===== src/dbs_pkg.sv =====
// shared constants for the display bias setpoint and flag register slice
`default_nettype none
package dbs_pkg;
    // register addresses on the serial register port
    localparam logic [7:0] ADDR_BIAS_BOOST = 8'h0D;
    localparam logic [7:0] ADDR_POS_RAIL = 8'h0E;
    localparam logic [7:0] ADDR_NEG_RAIL = 8'h0F;
    localparam logic [7:0] ADDR_PROTECTION_FLAGS_SECOND = 8'h10;
    // level field layout and reset values
    localparam int LEVEL_W = 6;
    localparam logic [5:0] BIAS_BOOST_RST = 6'h1E;
    localparam logic [5:0] POS_RAIL_RST = 6'h1E;
    localparam logic [5:0] NEG_RAIL_RST = 6'h1C;
    // flag bit positions and reset value
    localparam int FLAG_W = 6;
    localparam int FLAG_BACKLIGHT_BOOST_OVERCURRENT = 0;
    localparam int FLAG_FLASH_BOOST_OVERCURRENT = 1;
    localparam int FLAG_NEG_SHORT = 2;
    localparam int FLAG_POS_SHORT = 3;
    localparam int FLAG_NEG_OVP = 4;
    localparam int FLAG_BOOST_OVP = 5;
    localparam logic [5:0] FLAGS_RST = 6'h00;
    // target voltage mapping, millivolts (negative rail given as magnitude)
    localparam int MV_W = 13;
    localparam logic [12:0] BOOST_BASE_MV = 13'h1194;
    localparam logic [12:0] POS_BASE_MV = 13'h0FA0;
    localparam logic [12:0] NEG_BASE_MV = 13'h0FA0;
    localparam logic [12:0] STEP_MV = 13'h0032;
    // serial port defaults
    localparam logic [6:0] DEV_ADDR_DEFAULT = 7'h36;
    localparam logic [3:0] BITS_PER_BYTE = 4'h8;
endpackage : dbs_pkg
`default_nettype wire


===== src/dbs_sync.sv =====
// two-flop synchroniser bank for pins entering the mclk domain
`default_nettype none
module dbs_sync
    import dbs_pkg::*;
#(
    parameter int WIDTH = 1,
    parameter logic [WIDTH-1:0] RST_VAL = '0
) (
    // clock and reset
    input wire logic mclk,
    input wire logic rst,
    // asynchronous in, synchronous out
    input wire logic [WIDTH-1:0] async_in,
    output var logic [WIDTH-1:0] sync_out
);
    // one chain per bit; the first stage feeds only the second
    for (genvar i = 0; i < WIDTH; i++) begin : g_bit
        logic meta;
        always_ff @(posedge mclk or posedge rst) begin
            if (rst) begin
                meta <= RST_VAL[i];
                sync_out[i] <= RST_VAL[i];
            end else begin
                meta <= async_in[i];
                sync_out[i] <= meta;
            end
        end
    end
endmodule : dbs_sync
`default_nettype wire


===== src/dbs_bank.sv =====
// setpoint registers, second flag register and rail enable steering
//
// Overview of operation
// - boost target 4.5 V plus 50 mV per code
// - boost level at 0x0D, resets to 0x1E
// - positive rail 4 V plus 50 mV per code
// - positive level at 0x0E, resets to 0x1E
// - negative rail -4 V, -50 mV per code
// - negative level at 0x0F, resets to 0x1C
// - flag register 0x10 resets zero, read-only
// - bit 5 reports boost overvoltage
// - bit 4 reports negative rail overvoltage
// - bit 3 reports positive rail short
// - bit 2 reports negative rail short
// - bit 1 reports flash boost overcurrent
// - bit 0 reports backlight boost overcurrent
// - each function follows only its own enable, except the boost, which runs while either rail is enabled
// - select bit chooses pins or register enables
`default_nettype none
module dbs_bank
    import dbs_pkg::*;
#(
    parameter logic [6:0] DEV_ADDR = DEV_ADDR_DEFAULT
) (
    // clock and reset
    input wire logic mclk,
    input wire logic rst,
    // serial register port, sda open drain
    input wire logic scl,
    input wire logic sda_in,
    output var logic sda_out,
    output var logic sda_oe,
    // enable controls from the configuration slice
    input wire logic pin_enable_select,
    input wire logic positive_rail_enable_bit,
    input wire logic negative_rail_enable_bit,
    input wire logic backlight_enable_bit,
    input wire logic flash_enable_bit,
    // external enable pins
    input wire logic positive_rail_enable_pin,
    input wire logic negative_rail_enable_pin,
    // protection events from the analog side
    input wire logic bias_boost_overvoltage,
    input wire logic negative_rail_overvoltage,
    input wire logic positive_rail_shorted,
    input wire logic negative_rail_shorted,
    input wire logic flash_boost_overcurrent,
    input wire logic backlight_boost_overcurrent,
    // setpoints to the regulators
    output var logic [5:0] bias_boost_code,
    output var logic [5:0] positive_rail_code,
    output var logic [5:0] negative_rail_code,
    output var logic [12:0] bias_boost_mv,
    output var logic [12:0] positive_rail_mv,
    output var logic [12:0] negative_rail_mv_mag,
    // function enables
    output var logic positive_rail_on,
    output var logic negative_rail_on,
    output var logic bias_boost_on,
    output var logic backlight_on,
    output var logic flash_on,
    // flag view
    output var logic [5:0] flags_second
);
    typedef enum logic [3:0] {
        DBS_IDLE, DBS_ADDR, DBS_ADDR_ACK, DBS_REG, DBS_REG_ACK,
        DBS_WDATA, DBS_WDATA_ACK, DBS_RDATA, DBS_RDATA_ACK
    } dbs_state_e;

    logic scl_s;
    logic sda_s;
    logic scl_d;
    logic sda_d;
    logic [1:0] en_pins_s;
    logic [5:0] events_s;
    logic [5:0] events_raw;
    logic scl_rise;
    logic scl_fall;
    logic start_det;
    logic stop_det;
    dbs_state_e state;
    logic [3:0] bit_cnt;
    logic [7:0] shift_in;
    logic [7:0] shift_out;
    logic [7:0] reg_ptr;
    logic rw_bit;
    logic host_nack;
    logic wr_pulse;
    logic [7:0] wr_data;
    logic [7:0] rd_byte;
    logic [5:0] flag_clear;
    logic [5:0] next_flags;

    // pins from the host and analog side cross into mclk
    dbs_sync #(.WIDTH(2), .RST_VAL(2'h3)) u_sync_bus (
        .mclk(mclk),
        .rst(rst),
        .async_in({scl, sda_in}),
        .sync_out({scl_s, sda_s})
    );

    dbs_sync #(.WIDTH(2), .RST_VAL(2'h0)) u_sync_en (
        .mclk(mclk),
        .rst(rst),
        .async_in({positive_rail_enable_pin, negative_rail_enable_pin}),
        .sync_out(en_pins_s)
    );

    // event bits packed at their flag positions
    always_comb begin
        events_raw = 6'h00;
        events_raw[FLAG_BOOST_OVP] = bias_boost_overvoltage;
        events_raw[FLAG_NEG_OVP] = negative_rail_overvoltage;
        events_raw[FLAG_POS_SHORT] = positive_rail_shorted;
        events_raw[FLAG_NEG_SHORT] = negative_rail_shorted;
        events_raw[FLAG_FLASH_BOOST_OVERCURRENT] = flash_boost_overcurrent;
        events_raw[FLAG_BACKLIGHT_BOOST_OVERCURRENT] = backlight_boost_overcurrent;
    end

    dbs_sync #(.WIDTH(FLAG_W), .RST_VAL(FLAGS_RST)) u_sync_evt (
        .mclk(mclk),
        .rst(rst),
        .async_in(events_raw),
        .sync_out(events_s)
    );

    // delayed copies of the synchronised bus lines for edge finding
    always_ff @(posedge mclk or posedge rst) begin
        if (rst) begin
            scl_d <= 1'b1;
            sda_d <= 1'b1;
        end else begin
            scl_d <= scl_s;
            sda_d <= sda_s;
        end
    end

    assign scl_rise = scl_s & ~scl_d;
    assign scl_fall = ~scl_s & scl_d;
    // sda moving while scl high frames a transfer
    assign start_det = scl_s & scl_d & sda_d & ~sda_s;
    assign stop_det = scl_s & scl_d & ~sda_d & sda_s;

    // read view; unmapped addresses read zero
    always_comb begin
        rd_byte = 8'h00;
        if (reg_ptr == ADDR_BIAS_BOOST) begin
            rd_byte = {2'b00, bias_boost_code};
        end else if (reg_ptr == ADDR_POS_RAIL) begin
            rd_byte = {2'b00, positive_rail_code};
        end else if (reg_ptr == ADDR_NEG_RAIL) begin
            rd_byte = {2'b00, negative_rail_code};
        end else if (reg_ptr == ADDR_PROTECTION_FLAGS_SECOND) begin
            rd_byte = {2'b00, flags_second};
        end
    end

    // bit receive: data sampled on scl rising
    always_ff @(posedge mclk or posedge rst) begin
        if (rst) begin
            shift_in <= 8'h00;
            host_nack <= 1'b0;
        end else if (scl_rise) begin
            shift_in <= {shift_in[6:0], sda_s};
            if (state == DBS_RDATA_ACK) begin
                host_nack <= sda_s;
            end
        end
    end

    // bit counter; the acknowledge slot is the ninth count, so the
    // next byte starts from zero instead of one bit early
    always_ff @(posedge mclk or posedge rst) begin
        if (rst) begin
            bit_cnt <= 4'h0;
        end else if (start_det) begin
            bit_cnt <= 4'h0;
        end else if (scl_rise && bit_cnt != BITS_PER_BYTE + 4'h1) begin
            bit_cnt <= bit_cnt + 4'h1;
        end else if (scl_fall && bit_cnt == BITS_PER_BYTE + 4'h1) begin
            bit_cnt <= 4'h0;
        end
    end

    // transfer sequencing; outputs change on scl falling
    always_ff @(posedge mclk or posedge rst) begin
        if (rst) begin
            state <= DBS_IDLE;
            sda_oe <= 1'b0;
            rw_bit <= 1'b0;
            reg_ptr <= 8'h00;
            shift_out <= 8'h00;
            wr_pulse <= 1'b0;
            wr_data <= 8'h00;
            flag_clear <= 6'h00;
        end else begin
            wr_pulse <= 1'b0;
            flag_clear <= 6'h00;
            if (start_det) begin
                state <= DBS_ADDR;
                sda_oe <= 1'b0;
            end else if (stop_det) begin
                state <= DBS_IDLE;
                sda_oe <= 1'b0;
            end else if (scl_fall) begin
                case (state)
                    DBS_ADDR: begin
                        if (bit_cnt == BITS_PER_BYTE) begin
                            if (shift_in[7:1] == DEV_ADDR) begin
                                rw_bit <= shift_in[0];
                                sda_oe <= 1'b1;
                                state <= DBS_ADDR_ACK;
                            end else begin
                                state <= DBS_IDLE;
                            end
                        end
                    end
                    DBS_ADDR_ACK: begin
                        if (rw_bit) begin
                            shift_out <= rd_byte;
                            // flags clear as their byte is loaded for sending
                            if (reg_ptr == ADDR_PROTECTION_FLAGS_SECOND) begin
                                flag_clear <= 6'h3F;
                            end
                            sda_oe <= ~rd_byte[7];
                            state <= DBS_RDATA;
                        end else begin
                            sda_oe <= 1'b0;
                            state <= DBS_REG;
                        end
                    end
                    DBS_REG: begin
                        if (bit_cnt == BITS_PER_BYTE) begin
                            reg_ptr <= shift_in;
                            sda_oe <= 1'b1;
                            state <= DBS_REG_ACK;
                        end
                    end
                    DBS_REG_ACK: begin
                        sda_oe <= 1'b0;
                        state <= DBS_WDATA;
                    end
                    DBS_WDATA: begin
                        if (bit_cnt == BITS_PER_BYTE) begin
                            wr_data <= shift_in;
                            wr_pulse <= 1'b1;
                            sda_oe <= 1'b1;
                            state <= DBS_WDATA_ACK;
                        end
                    end
                    DBS_WDATA_ACK: begin
                        sda_oe <= 1'b0;
                        reg_ptr <= reg_ptr + 8'h01;
                        state <= DBS_WDATA;
                    end
                    DBS_RDATA: begin
                        if (bit_cnt == BITS_PER_BYTE) begin
                            sda_oe <= 1'b0;
                            state <= DBS_RDATA_ACK;
                        end else begin
                            sda_oe <= ~shift_out[3'h7 - bit_cnt[2:0]];
                        end
                    end
                    DBS_RDATA_ACK: begin
                        if (host_nack) begin
                            sda_oe <= 1'b0;
                            state <= DBS_IDLE;
                        end else begin
                            reg_ptr <= reg_ptr + 8'h01;
                            // msb of the byte staged on the ack rise
                            sda_oe <= ~shift_out[7];
                            state <= DBS_RDATA;
                        end
                    end
                    default: begin
                        sda_oe <= 1'b0;
                    end
                endcase
            end else if (state == DBS_RDATA_ACK && scl_rise && !sda_s) begin
                // host acked: before scl falls, stage the flag byte if the next address is 0x10, else zero
                shift_out <= (reg_ptr + 8'h01 == ADDR_PROTECTION_FLAGS_SECOND) ? {2'b00, flags_second}
                                                              : 8'h00;
            end
        end
    end

    // the pin is only ever pulled low
    always_ff @(posedge mclk or posedge rst) begin
        if (rst) begin
            sda_out <= 1'b0;
        end else begin
            sda_out <= 1'b0;
        end
    end

    // boost level register at its address
    always_ff @(posedge mclk or posedge rst) begin
        if (rst) begin
            bias_boost_code <= BIAS_BOOST_RST;
        end else if (wr_pulse && reg_ptr == ADDR_BIAS_BOOST) begin
            bias_boost_code <= wr_data[LEVEL_W-1:0];
        end
    end

    // positive level register at its address
    always_ff @(posedge mclk or posedge rst) begin
        if (rst) begin
            positive_rail_code <= POS_RAIL_RST;
        end else if (wr_pulse && reg_ptr == ADDR_POS_RAIL) begin
            positive_rail_code <= wr_data[LEVEL_W-1:0];
        end
    end

    // negative level register at its address
    always_ff @(posedge mclk or posedge rst) begin
        if (rst) begin
            negative_rail_code <= NEG_RAIL_RST;
        end else if (wr_pulse && reg_ptr == ADDR_NEG_RAIL) begin
            negative_rail_code <= wr_data[LEVEL_W-1:0];
        end
    end

    // sticky flags; an event in the clearing cycle survives
    always_comb begin
        next_flags = (flags_second & ~flag_clear) | events_s;
    end

    always_ff @(posedge mclk or posedge rst) begin
        if (rst) begin
            flags_second <= FLAGS_RST;
        end else begin
            flags_second <= next_flags;
        end
    end

    // linear code to target translation, one cycle behind the code
    always_ff @(posedge mclk or posedge rst) begin
        if (rst) begin
            bias_boost_mv <= 13'h0000;
            positive_rail_mv <= 13'h0000;
            negative_rail_mv_mag <= 13'h0000;
        end else begin
            bias_boost_mv <= 13'(BOOST_BASE_MV + 13'(bias_boost_code) * STEP_MV);
            positive_rail_mv <= 13'(POS_BASE_MV + 13'(positive_rail_code) * STEP_MV);
            negative_rail_mv_mag <= 13'(NEG_BASE_MV + 13'(negative_rail_code) * STEP_MV);
        end
    end

    // rail enables: pins and bits never mix
    always_ff @(posedge mclk or posedge rst) begin
        if (rst) begin
            positive_rail_on <= 1'b0;
            negative_rail_on <= 1'b0;
            bias_boost_on <= 1'b0;
        end else begin
            if (pin_enable_select) begin
                positive_rail_on <= en_pins_s[1];
                negative_rail_on <= en_pins_s[0];
            end else begin
                positive_rail_on <= positive_rail_enable_bit;
                negative_rail_on <= negative_rail_enable_bit;
            end
            // boost feeds both rails, so it runs while either is wanted
            bias_boost_on <= pin_enable_select ? |en_pins_s
                : (positive_rail_enable_bit | negative_rail_enable_bit);
        end
    end

    // backlight and flash own enables only
    always_ff @(posedge mclk or posedge rst) begin
        if (rst) begin
            backlight_on <= 1'b0;
            flash_on <= 1'b0;
        end else begin
            backlight_on <= backlight_enable_bit;
            flash_on <= flash_enable_bit;
        end
    end
endmodule : dbs_bank
`default_nettype wire


===== config.mk =====
export PLATFORM = sky130hd
export DESIGN_NAME = dbs_bank
export DESIGN_NICKNAME = d
export VERILOG_FILES = /design/src/dbs_pkg.sv /design/src/dbs_sync.sv /design/src/dbs_bank.sv
export SDC_FILE = /design/constraint.sdc
export NUM_CORES = 1
export LEC_CHECK = 0
export BUFFER_PORTS_ARGS = -buffer_cell sky130_fd_sc_hd__buf_4
export CAP_MARGIN = 20
export CORE_MARGIN = 5
export CORE_UTILIZATION = 63
export CTS_CLUSTER_SIZE = 25
export DETAILED_ROUTE_END_ITERATION = 12
export GPL_ROUTABILITY_DRIVEN = 0
export PLACE_DENSITY = 0.86
export SLEW_MARGIN = 20
export SYNTH_ARGS = -nofsm -noshare
export SYNTH_HDL_FRONTEND = slang
export SYNTH_SLANG_ARGS = --single-unit

===== constraint.sdc =====
create_clock -name mclk -period 8.3 [get_ports mclk]
set_clock_uncertainty 0.05 [all_clocks]
set_input_delay 1.66 -clock mclk [delete_from_list [all_inputs] [get_ports mclk]]
set_output_delay 1.66 -clock mclk [all_outputs]
set_load 0.02 [all_outputs]

==> flow_summary.json <==
{
  "ant_nets": 0,
  "port_buffers": 82,
  "drc": 0,
  "synth.avg_cell_area_sq_um": 11.4,
  "cp.required_ns": 8.62,
  "p_leak_nw": 4.05,
  "synth_area_sq_mm": 0.00701,
  "fillCellCount": 682,
  "area_growth_pct": 18.3,
  "num_io_pins": 87,
  "post_drt_wl_per_cell_microns": 18.2,
  "multi_input_area_sq_mm": 0.00358,
  "maxSlewHeadroom_pct": 30.5,
  "synth_seq_cells": 128,
  "dp.cells": 826,
  "drt_wl_total_microns": 15600,
  "final.setup.tns_ns": 0,
  "cts_sinks": 128,
  "rsz0062_at_grt": "no",
  "status": "complete, no violations",
  "root_buffer": "clkbuf_8",
  "viasPerCell": 6.20,
  "fin_nets": 804,
  "fmax_mhz": 280,
  "synthArstFlopShare_pct": 100,
  "htree_levels": 4,
  "maxCapViolCount": 0,
  "grt_start_max_net_pins": 75,
  "ys.flop_type": "dfrtp_1",
  "finalHoldViolCount": 0,
  "dr.first_iter.drc_count": 492,
  "grt_pass1_wl_microns": 25800,
  "holdWs_ns": 0.296,
  "post-route-min-period_ns": 3.57,
  "clock_path_buffers": 2,
  "dpl.hpwl_microns": 10800,
  "irDropWorstVdd_mv": 0.208,
  "vias": 5315,
  "rows": 38,
  "slew_violations": 0,
  "cp-start-kind": "flip-flop",
  "n_antenna_cell": 0,
  "grt_pass1_vias": 5292,
  "cts-hold-fix-buffers": 0,
  "regArea_sq_mm": 0.00322,
  "clk_pin_slew_ns": 0.06,
  "fp.coreArea_sq_mm": 0.0109,
  "max_slew.worst_pin.slew_ns": 1.04,
  "ys_seq_area_share_pct": 46.0,
  "critPathKind": "reg -> reg",
  "drive_gt1_share_pct": 24.4,
  "setup_viol": 0,
  "synth.largest_area_cell": "dfrtp_1",
  "ys_warn_count": 0,
  "fin_cells": 857,
  "crit_fanout": 6,
  "grt_use_total_pct": 24.6,
  "postLayoutCoreUtil_pct": 76.2,
  "start_util_pct": 64.4,
  "fp.dieArea_sq_mm": 0.0133,
  "hold_class": "reg -> reg",
  "yosysTopAreaCellShare_pct": 39.6,
  "layout_worst_path_cycle_share_pct": 43.0,
  "drt_pass1_iterations": 8,
  "synth_edf_count": 0,
  "die_h_microns": 115,
  "antenna_found_initial": 0,
  "gr-total-overflow": 0,
  "cts_setup_buffers": 0,
  "fin_area_sq_mm": 0.00829,
  "cts_made_buffers": 17,
  "clk_latency_ns": 0.53,
  "cts_tree": "yes",
  "power_density_mw_per_mm2": 186,
  "yosysUniqueCellTypes": 73,
  "worstPathArrival_ns": 3.89,
  "dpl_cell_area_sq_mm": 0.00774,
  "synth.top_cells.by_area": "dfrtp_1 (40%), ha_1 (14%), dfstp_2 (6.4%)",
  "endpoint_kind": "flip-flop",
  "dieWidth_microns": 115,
  "synthCells": 616,
  "ctsResizeCount": 0
}
[critical path, cell delays in order, from the launching register on]
cell       delay (ns)
dfstp_2          0.59
ha_1             0.24
ha_1             0.29
ha_1             0.31
inv_1            0.07
fa_1             0.48
nor2b_1          0.20
o21ai_0          0.18
a21o_1           0.26
a2111oi_0        0.59
xor2_1           0.15
[power breakdown]
group	switching (mW)	internal, mW
registers	0.0558	0.660
logic	0.0724	0.0655
clock network	0.252	0.439
[per-stage QoR]
stage               worst slack [ns]  power (mW)
floorplan                       3.21       0.818
global placement                5.07       0.850
detailed placement              4.91       0.860
CTS                             4.78        1.56
global route                    4.54        1.61
finish                          4.73        1.54
[cell families (layout without fill, tap and decap cells)]
group                      after synthesis  after routing  share of synthesized area [%]
and+or+nand+nor                        146            146                           11.5
AOI/OAI and AO/OA                      135            135                           13.9
DFF                                    128            128                           46.0
adders and majority gates               82             82                           15.0
buffers and inverters                   53            151                           3.11
muxes                                   44             44                           7.10
xor gates and xnor gates                27             27                           3.37
other                                    1              4                         0.0535
[cell type report]
type / instances / area share, %
clock buffers: 24 / 5.55
clock inverters: 7 / 1.06
flip-flops and latches: 128 / 38.9
inverters: 37 / 1.70
well taps: 140 / 2.11
multi-input cells: 438 / 43.2
repair buffers: 83 / 7.51
[layout by cell type (no fill, tap or decap), types with 5 or more instances in the layout]
cell and instances:
dfrtp_1 111, a211oi_1 8, ha_1 79, nand2b_1 9, a221o_1 6, clkbuf_16 16, o211ai_1 6, mux2_2 36
a221oi_1 7, nor2b_1 9, nor3_1 19, inv_1 36, o22ai_1 6, xnor2_1 12, o21ai_0 28, buf_4 83
xor2_1 15, o21a_1 7, a21o_1 11, dfstp_2 17, mux2i_1 7, clkbuf_1 5, nor3b_1 6, a21oi_1 15
or3_1 6, nand2_1 28, nor2_1 21, a31oi_1 6, nand3_1 13, and3_1 5
[flip-flops by register name (all words and copies together) (netlist names), 4 cells and up]
signal	cells
bias_boost_mv	12
negative_rail_mv_mag	12
positive_rail_mv	12
reg_ptr	8
shift_in	8
bias_boost_code	6
flags_second	6
negative_rail_code	6
positive_rail_code	6
shift_out	6
u_sync_evt.g_bit.meta	6
u_sync_evt.sync_out	6
wr_data	6
bit_cnt	4
state	4
[cells in the mapped netlist (all sizes together), types with 11 or more instances]
cell	n
nand3	13
a21oi	15
a21o	11
mux2	36
dfstp	17
dfrtp	111
inv	37
nor2	21
xor2	15
o21ai	30
xnor2	12
ha	79
nor3	19
nand2	28
[worst paths after layout]
| kind | slack, ns | startpoint | end | cells past startpoint |
|---|---|---|---|---|
| hold reg to reg | 0.30 | u_sync_evt.g_bit[0].meta$_DFF_PP0_ | u_sync_evt.sync_out[0]$_DFF_PP0_ | 0 |
| max in group asynchronous | 5.71 | rst | positive_rail_mv[7]$_DFF_PP0_ | 3 |
| hold / removal | 0.30 | u_sync_evt.g_bit[0].meta$_DFF_PP0_ | u_sync_evt.sync_out[0]$_DFF_PP0_ | 0 |
| setup / recovery | 4.73 | positive_rail_code[1]$_DFFE_PP1P_ | positive_rail_mv[11]$_DFF_PP0_ | 10 |
| min in group asynchronous | 1.29 | rst | bias_boost_mv[8]$_DFF_PP0_ | 2 |
| setup reg to reg | 4.73 | positive_rail_code[1]$_DFFE_PP1P_ | positive_rail_mv[11]$_DFF_PP0_ | 10 |
[layer usage]
metal / GRT usage [%] / vias up / wire length (microns)
li1: - / 2448 / -
met1: 30.9 / 2579 / 6290
met2: 41.2 / 233 / 7720
met3: 6.48 / 55 / 1180
met4: 9.39 / 0 / 414
met5: 0 / - / 0
(Power assumes the default switching activity.)
